$ cat src/dpco_pkg.sv
package dpco_pkg;

   // Base clock and duty scaling: full scale 32000 means always high
   localparam logic [31:0] CLK_HZ     = 32'h0BEBC200;
   localparam logic [31:0] DUTY_FULL  = 32'h00007D00;
   localparam logic [31:0] DUTY_SCALE = CLK_HZ / DUTY_FULL;
   localparam logic [31:0] STEP_ONE   = 32'h00000001;

   // Register byte offsets
   localparam logic [7:0] A_MODE      = 8'h00;
   localparam logic [7:0] A_CMD       = 8'h04;
   localparam logic [7:0] A_STATUS    = 8'h08;
   localparam logic [7:0] A_DUTY1     = 8'h0C;
   localparam logic [7:0] A_FREQ1     = 8'h10;
   localparam logic [7:0] A_DUTY2     = 8'h14;
   localparam logic [7:0] A_FREQ2     = 8'h18;
   localparam logic [7:0] A_PRESET1   = 8'h1C;
   localparam logic [7:0] A_PRESET2   = 8'h20;
   localparam logic [7:0] A_STOP_PRS  = 8'h24;
   localparam logic [7:0] A_STOP_PER  = 8'h28;
   localparam logic [7:0] A_STOP_DTY1 = 8'h2C;
   localparam logic [7:0] A_STOP_DTY2 = 8'h30;
   localparam logic [7:0] A_CPR       = 8'h34;
   localparam logic [7:0] A_ACC1      = 8'h38;
   localparam logic [7:0] A_ACC2      = 8'h3C;
   localparam logic [7:0] A_ACC3      = 8'h40;
   localparam logic [7:0] A_ACC4      = 8'h44;

   // Mode register fields
   localparam int MODE_CH_W   = 2;
   localparam int MODE_OUTBIT = 4;
   localparam int MODE_STOP   = 8;
   localparam int MODE_HOLD   = 9;
   localparam int MODE_QUAD   = 11;
   localparam int MODE_W      = 13;
   localparam logic [MODE_W-1:0] MODE_RST = 13'h0000;

   // Status register fields
   localparam int STAT_OUT = 0;
   localparam int STAT_RUN = 2;

   localparam logic [31:0] WORD_RST = 32'h00000000;

   typedef enum logic [1:0] {
      DPCO_PLAIN = 2'h0,
      DPCO_PWM   = 2'h1,
      DPCO_CMP   = 2'h2
   } dpco_mode_t;

   typedef enum logic [3:0] {
      DPCO_ST_IDLE  = 4'h1,
      DPCO_ST_WDATA = 4'h2,
      DPCO_ST_RWAIT = 4'h4,
      DPCO_ST_RDATA = 4'h8
   } dpco_bus_st_t;

   typedef struct packed {
      logic [7:0] addr;
      logic       wr;
   } dpco_req_t;

   typedef struct packed {
      logic        force_hi;
      logic [31:0] prescale;
      logic [31:0] step;
      logic [31:0] limit;
      logic [31:0] thresh;
   } dpco_cfg_t;

endpackage

$ cat src/dpco_top.sv
// Local design decisions: the AHB-Lite slave port and the address map.
`timescale 1ns/1ps
// What this block does
// - Each output selects plain, pulse-width or counter-compare mode on its own.
// - Plain mode drives each output from its stored output bit.
// - Compare mode drives output from counter total against its preset.
// - Each pulse-width generator drives its output and is enabled alone.
// - Both pulse-width channels enabled share one common frequency.
// - Shared channels start every period on the same edge.
// - Each channel keeps its own duty value.
// - Duty count sets how many ticks the output stays high per period.
// - In stop mode, tick length comes from a programmable prescaler on the base clock; run mode ticks on every clock.
// - Duty ratio equals duty count over period count.
// - Below full duty, output stays low until period and duty are both non-zero.
// - Stop mode either holds last state or runs stop prescale, period, duty.
// - Zero stop period or duty holds output low during stop.
// - Each channel has a 32-bit duty and a 32-bit frequency register.
// - Frequency is in hertz; duty 16000 gives half duty.
// - Duty 32000 holds the output high regardless of frequency.
// - Duty zero holds the output low regardless of frequency.
// - Third clear command clears counter three or quadrature pair two.
// - Fourth command clears counter four or sets quadrature pair two.
// - Zero preset disables compare and holds output low.
// - Quadrature set loads counts-per-revolution minus one.
module dpco_top (
   input  wire logic        sys_clk,
   input  wire logic        reset_n,
   input  wire logic        hsel,
   input  wire logic [31:0] haddr,
   input  wire logic [1:0]  htrans,
   input  wire logic        hwrite,
   input  wire logic [2:0]  hsize,
   input  wire logic [31:0] hwdata,
   input  wire logic        hready,
   output logic             hreadyout,
   output logic [31:0]      hrdata,
   output logic             hresp,
   input  wire logic [3:0]  fast_pulse_counter,
   output logic             first_dedicated_output,
   output logic             second_dedicated_output
);

   localparam int NCH  = 2;
   localparam int NCNT = 4;

   // Bus slave state
   dpco_pkg::dpco_bus_st_t st_q, st_d;
   dpco_pkg::dpco_req_t    req_q, req_d;
   logic                   rdy_q, rdy_d;
   logic [31:0]            rdat_q, rdat_d;
   logic                   rsp_q;

   // Register file
   logic [dpco_pkg::MODE_W-1:0] mode_q, mode_d;
   logic [31:0] duty_q [NCH];
   logic [31:0] duty_d [NCH];
   logic [31:0] freq_q [NCH];
   logic [31:0] freq_d [NCH];
   logic [31:0] pre_q  [NCH];
   logic [31:0] pre_d  [NCH];
   logic [31:0] sdty_q [NCH];
   logic [31:0] sdty_d [NCH];
   logic [31:0] sprs_q, sprs_d;
   logic [31:0] sper_q, sper_d;
   logic [31:0] cpr_q, cpr_d;
   logic [NCNT-1:0] cmd_q, cmd_d;

   // Engines and counters
   logic [31:0]           acc_q  [NCH];
   logic [31:0]           acc_d  [NCH];
   logic [31:0]           pcnt_q [NCH];
   logic [31:0]           pcnt_d [NCH];
   dpco_pkg::dpco_cfg_t   act_q  [NCH];
   dpco_pkg::dpco_cfg_t   act_d  [NCH];
   logic [NCH-1:0]        run_q, run_d;
   logic [NCH-1:0]        wrap;
   logic [NCH-1:0]        out_q, out_d;
   logic [31:0]           cnt_q  [NCNT];
   logic [31:0]           cnt_d  [NCNT];
   logic [NCNT-1:0]       s1_q, s2_q, s3_q;

   logic                  stop;
   logic                  shared;
   logic                  accept;

   assign stop   = mode_q[dpco_pkg::MODE_STOP];
   assign accept = hsel && htrans[1] && hready;

   // The bus only passes single word transfers, so hsize is not decoded
   always_comb begin
      st_d   = st_q;
      req_d  = req_q;
      rdat_d = rdat_q;
      unique case (st_q)
         dpco_pkg::DPCO_ST_RWAIT: begin
            // One wait state so a read sees a write made just before it
            st_d = dpco_pkg::DPCO_ST_RDATA;
            case (req_q.addr)
               dpco_pkg::A_MODE:      rdat_d = 32'(mode_q);
               dpco_pkg::A_STATUS:    rdat_d = 32'({run_q, out_q});
               dpco_pkg::A_DUTY1:     rdat_d = duty_q[0];
               dpco_pkg::A_FREQ1:     rdat_d = freq_q[0];
               dpco_pkg::A_DUTY2:     rdat_d = duty_q[1];
               dpco_pkg::A_FREQ2:     rdat_d = freq_q[1];
               dpco_pkg::A_PRESET1:   rdat_d = pre_q[0];
               dpco_pkg::A_PRESET2:   rdat_d = pre_q[1];
               dpco_pkg::A_STOP_PRS:  rdat_d = sprs_q;
               dpco_pkg::A_STOP_PER:  rdat_d = sper_q;
               dpco_pkg::A_STOP_DTY1: rdat_d = sdty_q[0];
               dpco_pkg::A_STOP_DTY2: rdat_d = sdty_q[1];
               dpco_pkg::A_CPR:       rdat_d = cpr_q;
               dpco_pkg::A_ACC1:      rdat_d = cnt_q[0];
               dpco_pkg::A_ACC2:      rdat_d = cnt_q[1];
               dpco_pkg::A_ACC3:      rdat_d = cnt_q[2];
               dpco_pkg::A_ACC4:      rdat_d = cnt_q[3];
               default:               rdat_d = dpco_pkg::WORD_RST;
            endcase
         end
         dpco_pkg::DPCO_ST_IDLE,
         dpco_pkg::DPCO_ST_WDATA,
         dpco_pkg::DPCO_ST_RDATA: begin
            if (accept) begin
               req_d.addr = haddr[7:0];
               req_d.wr   = hwrite;
               st_d       = hwrite ? dpco_pkg::DPCO_ST_WDATA : dpco_pkg::DPCO_ST_RWAIT;
            end else begin
               st_d = dpco_pkg::DPCO_ST_IDLE;
            end
         end
      endcase
      rdy_d = (st_d != dpco_pkg::DPCO_ST_RWAIT);
   end

   always_ff @(posedge sys_clk) begin
      if (!reset_n) begin
         st_q   <= dpco_pkg::DPCO_ST_IDLE;
         req_q  <= '0;
         rdy_q  <= 1'b1;
         rdat_q <= dpco_pkg::WORD_RST;
         rsp_q  <= 1'b0;
      end else begin
         st_q   <= st_d;
         req_q  <= req_d;
         rdy_q  <= rdy_d;
         rdat_q <= rdat_d;
         rsp_q  <= 1'b0;
      end
   end

   assign hreadyout = rdy_q;
   assign hrdata    = rdat_q;
   // Response leaves a flop too; it never signals an error
   assign hresp     = rsp_q;

   // Register writes; command bits are one-cycle pulses
   always_comb begin
      mode_d = mode_q;
      duty_d = duty_q;
      freq_d = freq_q;
      pre_d  = pre_q;
      sdty_d = sdty_q;
      sprs_d = sprs_q;
      sper_d = sper_q;
      cpr_d  = cpr_q;
      cmd_d  = '0;
      if (st_q == dpco_pkg::DPCO_ST_WDATA) begin
         case (req_q.addr)
            dpco_pkg::A_MODE:      mode_d    = hwdata[dpco_pkg::MODE_W-1:0];
            dpco_pkg::A_CMD:       cmd_d     = hwdata[NCNT-1:0];
            dpco_pkg::A_DUTY1:     duty_d[0] = hwdata;
            dpco_pkg::A_FREQ1:     freq_d[0] = hwdata;
            dpco_pkg::A_DUTY2:     duty_d[1] = hwdata;
            dpco_pkg::A_FREQ2:     freq_d[1] = hwdata;
            dpco_pkg::A_PRESET1:   pre_d[0]  = hwdata;
            dpco_pkg::A_PRESET2:   pre_d[1]  = hwdata;
            dpco_pkg::A_STOP_PRS:  sprs_d    = hwdata;
            dpco_pkg::A_STOP_PER:  sper_d    = hwdata;
            dpco_pkg::A_STOP_DTY1: sdty_d[0] = hwdata;
            dpco_pkg::A_STOP_DTY2: sdty_d[1] = hwdata;
            dpco_pkg::A_CPR:       cpr_d     = hwdata;
            // Status and accumulators are read only, so writes to them are dropped
            default: ;
         endcase
      end
   end

   always_ff @(posedge sys_clk) begin
      if (!reset_n) begin
         mode_q <= dpco_pkg::MODE_RST;
         duty_q <= '{default: dpco_pkg::WORD_RST};
         freq_q <= '{default: dpco_pkg::WORD_RST};
         pre_q  <= '{default: dpco_pkg::WORD_RST};
         sdty_q <= '{default: dpco_pkg::WORD_RST};
         sprs_q <= dpco_pkg::WORD_RST;
         sper_q <= dpco_pkg::WORD_RST;
         cpr_q  <= dpco_pkg::WORD_RST;
         cmd_q  <= '0;
      end else begin
         mode_q <= mode_d;
         duty_q <= duty_d;
         freq_q <= freq_d;
         pre_q  <= pre_d;
         sdty_q <= sdty_d;
         sprs_q <= sprs_d;
         sper_q <= sper_d;
         cpr_q  <= cpr_d;
         cmd_q  <= cmd_d;
      end
   end

   // Both in pulse-width mode: channel two rides channel one's timebase
   assign shared = (mode_q[dpco_pkg::MODE_CH_W-1:0] == dpco_pkg::DPCO_PWM)
                && (mode_q[dpco_pkg::MODE_CH_W +: dpco_pkg::MODE_CH_W] == dpco_pkg::DPCO_PWM);

   for (genvar i = 0; i < NCH; i++) begin : g_ch
      dpco_pkg::dpco_mode_t md;
      dpco_pkg::dpco_cfg_t  sel;
      logic                 sel_ok;
      logic                 pwm_en;
      logic                 hold;
      logic                 tick;
      logic                 pwm_hi;
      logic                 cmp_hi;
      logic [32:0]          sum;
      logic [31:0]          fsrc;

      assign md     = dpco_pkg::dpco_mode_t'(mode_q[i*dpco_pkg::MODE_CH_W +: dpco_pkg::MODE_CH_W]);
      assign pwm_en = (md == dpco_pkg::DPCO_PWM);
      assign hold   = stop && mode_q[dpco_pkg::MODE_HOLD + i];
      assign fsrc   = shared ? freq_q[0] : freq_q[i];

      // Run mode counts the base clock in hertz steps, wrapping at CLK_HZ
      always_comb begin
         sel    = '0;
         sel_ok = 1'b0;
         if (!stop) begin
            sel.step     = fsrc;
            sel.limit    = dpco_pkg::CLK_HZ;
            sel.force_hi = (duty_q[i] >= dpco_pkg::DUTY_FULL);
            sel.thresh   = 32'(duty_q[i] * dpco_pkg::DUTY_SCALE);
            sel_ok       = sel.force_hi
                        || ((duty_q[i] != '0) && (fsrc != '0)
                        && (fsrc <= dpco_pkg::CLK_HZ));
         end else begin
            sel.prescale = sprs_q;
            sel.step     = dpco_pkg::STEP_ONE;
            sel.limit    = sper_q;
            sel.thresh   = sdty_q[i];
            sel_ok       = (sper_q != '0) && (sdty_q[i] != '0);
         end
      end

      // Run mode leaves the prescale at zero, so it ticks on every clock
      assign tick = (pcnt_q[i] == act_q[i].prescale);
      assign sum  = {1'b0, acc_q[i]} + {1'b0, act_q[i].step};
      if (i == 0) begin : g_own
         assign wrap[i] = tick && (sum >= {1'b0, act_q[i].limit});
      end else begin : g_dep
         assign wrap[i] = shared ? wrap[0]
                        : (tick && (sum >= {1'b0, act_q[i].limit}));
      end

      always_comb begin
         acc_d[i]  = acc_q[i];
         pcnt_d[i] = pcnt_q[i];
         act_d[i]  = act_q[i];
         run_d[i]  = run_q[i];
         // An invalid setting stops the channel at once, not at a period edge
         if (!pwm_en || (!hold && !sel_ok)) begin
            run_d[i]  = 1'b0;
            acc_d[i]  = '0;
            pcnt_d[i] = '0;
         end else if (!hold) begin
            if (tick) begin
               pcnt_d[i] = '0;
               acc_d[i]  = wrap[i] ? 32'(sum - {1'b0, act_q[i].limit}) : sum[31:0];
            end else begin
               pcnt_d[i] = pcnt_q[i] + 32'h00000001;
            end
            // Settings are taken only at a period edge so no pulse is cut short
            if (!run_q[i] || wrap[i]) begin
               act_d[i] = sel;
            end
            if (!run_q[i]) begin
               acc_d[i]  = '0;
               pcnt_d[i] = '0;
            end
            run_d[i] = 1'b1;
         end
         if ((i != 0) && shared && !hold) begin
            acc_d[i]  = acc_d[0];
            pcnt_d[i] = pcnt_d[0];
         end
      end

      assign pwm_hi = run_q[i] && (act_q[i].force_hi || (acc_q[i] < act_q[i].thresh));
      assign cmp_hi = (pre_q[i] != '0) && (cnt_q[i] >= pre_q[i]);

      always_comb begin
         case (md)
            dpco_pkg::DPCO_PLAIN: out_d[i] = mode_q[dpco_pkg::MODE_OUTBIT + i];
            dpco_pkg::DPCO_PWM:   out_d[i] = pwm_hi;
            dpco_pkg::DPCO_CMP:   out_d[i] = cmp_hi;
            default:              out_d[i] = 1'b0;
         endcase
      end

      always_ff @(posedge sys_clk) begin
         if (!reset_n) begin
            acc_q[i]  <= dpco_pkg::WORD_RST;
            pcnt_q[i] <= dpco_pkg::WORD_RST;
            act_q[i]  <= '0;
            run_q[i]  <= 1'b0;
            out_q[i]  <= 1'b0;
         end else begin
            acc_q[i]  <= acc_d[i];
            pcnt_q[i] <= pcnt_d[i];
            act_q[i]  <= act_d[i];
            run_q[i]  <= run_d[i];
            out_q[i]  <= out_d[i];
         end
      end
   end

   assign first_dedicated_output  = out_q[0];
   assign second_dedicated_output = out_q[1];

   // Counter inputs are simple totalizers; quadrature decoding is not modelled
   for (genvar k = 0; k < NCNT; k++) begin : g_cnt
      logic quad;
      logic edge_in;

      assign quad    = mode_q[dpco_pkg::MODE_QUAD + k/2];
      // Third flop only delays for the edge detector; all reset low like idle pins
      assign edge_in = s2_q[k] && !s3_q[k];

      if (k % 2 == 0) begin : g_even
         always_comb begin
            cnt_d[k] = cnt_q[k] + {31'h00000000, edge_in};
            if (cmd_q[k]) begin
               cnt_d[k] = '0;
            end else if (quad && cmd_q[k+1]) begin
               cnt_d[k] = cpr_q - 32'h00000001;
            end
         end
      end else begin : g_odd
         // In quadrature this bit sets the even partner instead of clearing here
         always_comb begin
            cnt_d[k] = cnt_q[k] + {31'h00000000, edge_in};
            if (cmd_q[k] && !quad) begin
               cnt_d[k] = '0;
            end
         end
      end

      always_ff @(posedge sys_clk) begin
         if (!reset_n) begin
            s1_q[k]  <= 1'b0;
            s2_q[k]  <= 1'b0;
            s3_q[k]  <= 1'b0;
            cnt_q[k] <= dpco_pkg::WORD_RST;
         end else begin
            s1_q[k]  <= fast_pulse_counter[k];
            s2_q[k]  <= s1_q[k];
            s3_q[k]  <= s2_q[k];
            cnt_q[k] <= cnt_d[k];
         end
      end
   end

endmodule

$ cat config.mk
export PLATFORM = sky130hd
export DESIGN_NAME = dpco_top
export DESIGN_NICKNAME = d
export VERILOG_FILES = /design/src/dpco_pkg.sv /design/src/dpco_top.sv
export SDC_FILE = /design/constraint.sdc
export NUM_CORES = 2
export LEC_CHECK = 0
export BUFFER_PORTS_ARGS = -buffer_cell sky130_fd_sc_hd__buf_2
export CAP_MARGIN = 40
export CORE_MARGIN = 8
export CORE_UTILIZATION = 51
export DETAILED_ROUTE_END_ITERATION = 8
export PLACE_DENSITY = 0.79
export SETUP_SLACK_MARGIN = 0.3
export SLEW_MARGIN = 5
export SYNTH_ARGS = -nofsm -noshare
export SYNTH_HDL_FRONTEND = slang
export SYNTH_SLANG_ARGS = --single-unit
$ cat constraint.sdc
create_clock -name sys_clk -period 5.9 [get_ports sys_clk]
set_clock_uncertainty 0.1 [all_clocks]
set_input_delay 1.77 -clock sys_clk [delete_from_list [all_inputs] [get_ports sys_clk]]
set_output_delay 1.77 -clock sys_clk [all_outputs]
set_load 0.02 [all_outputs]
==> flow_summary.json <==
{
  "cts_num_sinks": 944,
  "finalCritPeriodShare": 0.948,
  "cts_hold_buffers": 0,
  "nNetsFinal": 8619,
  "routed_wl_mm": 273,
  "grt_pass1_vias": 56300,
  "htree_levels": 3,
  "cts_root_buf": "clkbuf_16",
  "place_congestion": 1.10,
  "path_class": "flip-flop to flip-flop",
  "crit_start": "act_q[0][66]",
  "whs_ns": 0.334,
  "status": "finished clean",
  "cp-start-kind": "flip-flop",
  "dp_slack_ns": -0.0750,
  "grt_max_degree": 211,
  "port_buffers": 84,
  "num_rows": 127,
  "grt_setup_unrepaired": "yes",
  "cp-end-kind": "flip-flop",
  "first_iter_violations": 8799,
  "cts_buffers": 103,
  "rr_startpoint": "act_q[0][66]",
  "firstDrtPassIters": 7,
  "wl_per_cell_um": 28.6,
  "worstMarginPinSlew_ns": 1.13,
  "synth_seq_area_share": 0.309,
  "leakage_nw": 28.7,
  "setup_viol": 0,
  "core-area_mm2": 0.119,
  "synth_area_leader_cell": "dfxtp_1",
  "avgSynthCellArea_um2": 7.98,
  "synthCells": 7669,
  "synth_flop_cell": "dfxtp_1",
  "yosysWarnings": 0,
  "clkTransAtPathRegs_ns": 0.06,
  "synth_seq_cells": 944,
  "synth_top_area_share": 0.309,
  "synthArstFlopShare": 0,
  "viasPerCell": 6.42,
  "clock_latency_ns": 0.76,
  "die_h_um": 362,
  "irDropWorstVdd_uv": 248,
  "drv_slew": 0,
  "fp.dieArea_mm2": 0.131,
  "p_total_mw": 13.7,
  "route.detailed.drc": 0,
  "cp_max_fo": 6,
  "drive_above_1_share": 0.110,
  "maxCapViolations": 0,
  "cp_data_required_time_ns": 6.40,
  "synth.net_count": 8453,
  "ys_top_cells_by_area": "dfxtp_1 31%, ha_1 11%, nand2_1 7.1%, a21oi_1 6.3%, fa_1 5.7%",
  "holdCritStartpoint": "s1_q[1]",
  "die_w_um": 362,
  "ant_nets": 0,
  "antenna_found_initial": 19,
  "syn2layout_area_growth_pct": 14.4,
  "relSlewSlack": 0.248,
  "ys_types": 90,
  "synth_edf_count": 0,
  "cts_tree": "yes",
  "fmax_mhz": 179,
  "num_io_pins": 114,
  "arrival_ns": 6.09,
  "start_util": 0.512,
  "min_period_ns": 5.59,
  "hold_class": "flip-flop to flip-flop",
  "fillers": 10800,
  "num_vias": 61300,
  "synth_area_mm2": 0.0612,
  "dp_hpwl_mm": 208,
  "fin_ws_ns": 0.308,
  "grt.total_usage": 0.394,
  "grt_pass1_wl_mm": 386,
  "finalHoldViolCount": 0,
  "cts_buffer_depth": 3,
  "pwr_density_cell_mw_per_mm2": 196,
  "grt.overflow.total": 0
}
-- flip-flops by register name (all words and copies together), names as in the netlist, 2 cells and up --
register	count
acc_q	64
act_q	258
cmd_q	4
cnt_q	128
cpr_q	32
duty_q	64
freq_q	32
g_ch.fsrc	32
hrdata	32
mode_q	13
pcnt_q	64
pre_q	64
req_q	8
run_q	2
s1_q	4
s2_q	4
s3_q	4
sdty_q	64
sper_q	32
sprs_q	32
st_q	4
-- layout by cell type (no fill, tap or decap), drive strengths merged, types with 139 or more instances in the layout --
cell type | netlist | routed
nand2 | 1151 | 1151
dfxtp | 944 | 944
a21oi | 767 | 767
inv | 604 | 611
nor2 | 575 | 575
ha | 532 | 532
buf | 62 | 474
nand3 | 257 | 257
o21ai | 239 | 239
xnor2 | 210 | 210
a22oi | 204 | 204
xor2 | 190 | 190
fa | 174 | 174
a211oi | 166 | 166
clkbuf | 356 | 139
-- cell type report --
type	instances	area, um2	area share
Multi-Input combinational cell	5704	39300	0.562
Antenna cell	11	27.5	0.000393
Tap cell	1612	2020	0.0288
Sequential cell	944	19000	0.271
Clock inverter	53	634	0.00907
Timing Repair Buffer	477	3860	0.0551
Inverter	605	2280	0.0326
Clock buffer	138	2890	0.0413
-- layer usage --
| metal | track usage | share of wire | vias up |
|---|---|---|---|
| met5 | 0 | 0.00059 | - |
| li1 | - | - | 27000 |
| met1 | 0.501 | 0.37 | 28900 |
| met2 | 0.562 | 0.40 | 4213 |
| met4 | 0.297 | 0.098 | 20 |
| met3 | 0.116 | 0.13 | 1054 |
-- through the flow --
step	TNS (ns)	instances	util	instance area (um2)
finish	0	9544	0.586	70000
CTS	0	9511	0.577	69000
global placement	-0.444	9287	0.543	64900
detailed placement	-2.19	9306	0.545	65200
floorplan	0	7669	-	61200
global route	0	9533	0.585	69900
-- cells in the mapped netlist, drive strengths merged, types with 13 or more instances --
| master | n |
|---|---|
| a21o | 113 |
| o32ai | 15 |
| inv | 604 |
| nand4 | 119 |
| and2 | 43 |
| and4 | 14 |
| a211oi | 166 |
| nor3 | 99 |
| mux2i | 69 |
| xnor2 | 210 |
| a21oi | 767 |
| clkbuf | 356 |
| a2111oi | 13 |
| nor2b | 69 |
| a22oi | 204 |
| nor4 | 98 |
| or3 | 23 |
| fa | 174 |
| o21bai | 23 |
| nand3 | 257 |
| a22o | 42 |
| o22ai | 16 |
| o21a | 38 |
| ha | 532 |
| nand2 | 1151 |
| nor2 | 575 |
| a222oi | 23 |
| a2bb2oi | 39 |
| nand2b | 45 |
| a221oi | 40 |
| buf | 62 |
| a31oi | 32 |
| o211ai | 22 |
| dfxtp | 944 |
| and3 | 66 |
| o21ai | 239 |
| xor2 | 190 |
-- path summary, 6_finish.rpt --
check,endpoint,slack [ns],depth (start not counted)
worst max-delay path,act_q[1][20],0.31,25
worst min register to register,s2_q[1],0.33,1
worst min-delay path,s2_q[1],0.33,1
worst max register to register,act_q[1][20],0.31,25
-- cell families (layout without fill, tap and decap cells) --
group | after synthesis | after routing | share of synthesized area
AND/OR/NAND/NOR | 2611 | 2611 | 0.192
adder cells (fa/ha/maj) | 706 | 706 | 0.166
multiplexers | 72 | 72 | 0.0118
XOR/XNOR | 400 | 400 | 0.0573
AO/OA/AOI/OAI | 1912 | 1914 | 0.200
other | 1 | 12 | 0.0000613
buffers and inverters | 1023 | 1273 | 0.0646
flip-flops | 944 | 944 | 0.309
-- where the power goes --
part	switching [mW]	internal, mW	leakage, nW	total (mW)
registers	0.0182	6.39	7.62	6.41
logic	0.353	0.0700	19.4	0.423
clock network	2.99	3.87	1.71	6.85
total	3.36	10.3	28.7	13.7
-- worst max-delay path, cell delays in order, from the launching register on --
cell and delay (ns):
dfxtp_1 0.46, ha_4 0.26, nor2b_2 0.16, o31a_1 0.31, buf_4 0.17, buf_4 0.14
o21ai_4 0.18, nor2_1 0.06, o21ai_1 0.22, nor2b_2 0.23, xnor2_2 0.12, ha_4 0.31
and2_4 0.15, and3_1 0.17, o211ai_1 0.19, a21oi_2 0.27, o21a_2 0.21, o31a_1 0.32
o32ai_4 0.16, buf_12 0.19, a21oi_4 0.32, clkbuf_16 0.25, buf_12 0.11, o211ai_1 0.17
o21ai_1 0.14, nor2_1 0.05
-- repair_timing --
item / CTS / global route
pin swaps: 16 / 50
gates resized for setup: 43 / 171
gates cloned: 3 / 1
setup endpoints to repair: 293 / 304
buffers inserted: 11 / 20
No activity file was read; power rests on OpenSTA's default activity.
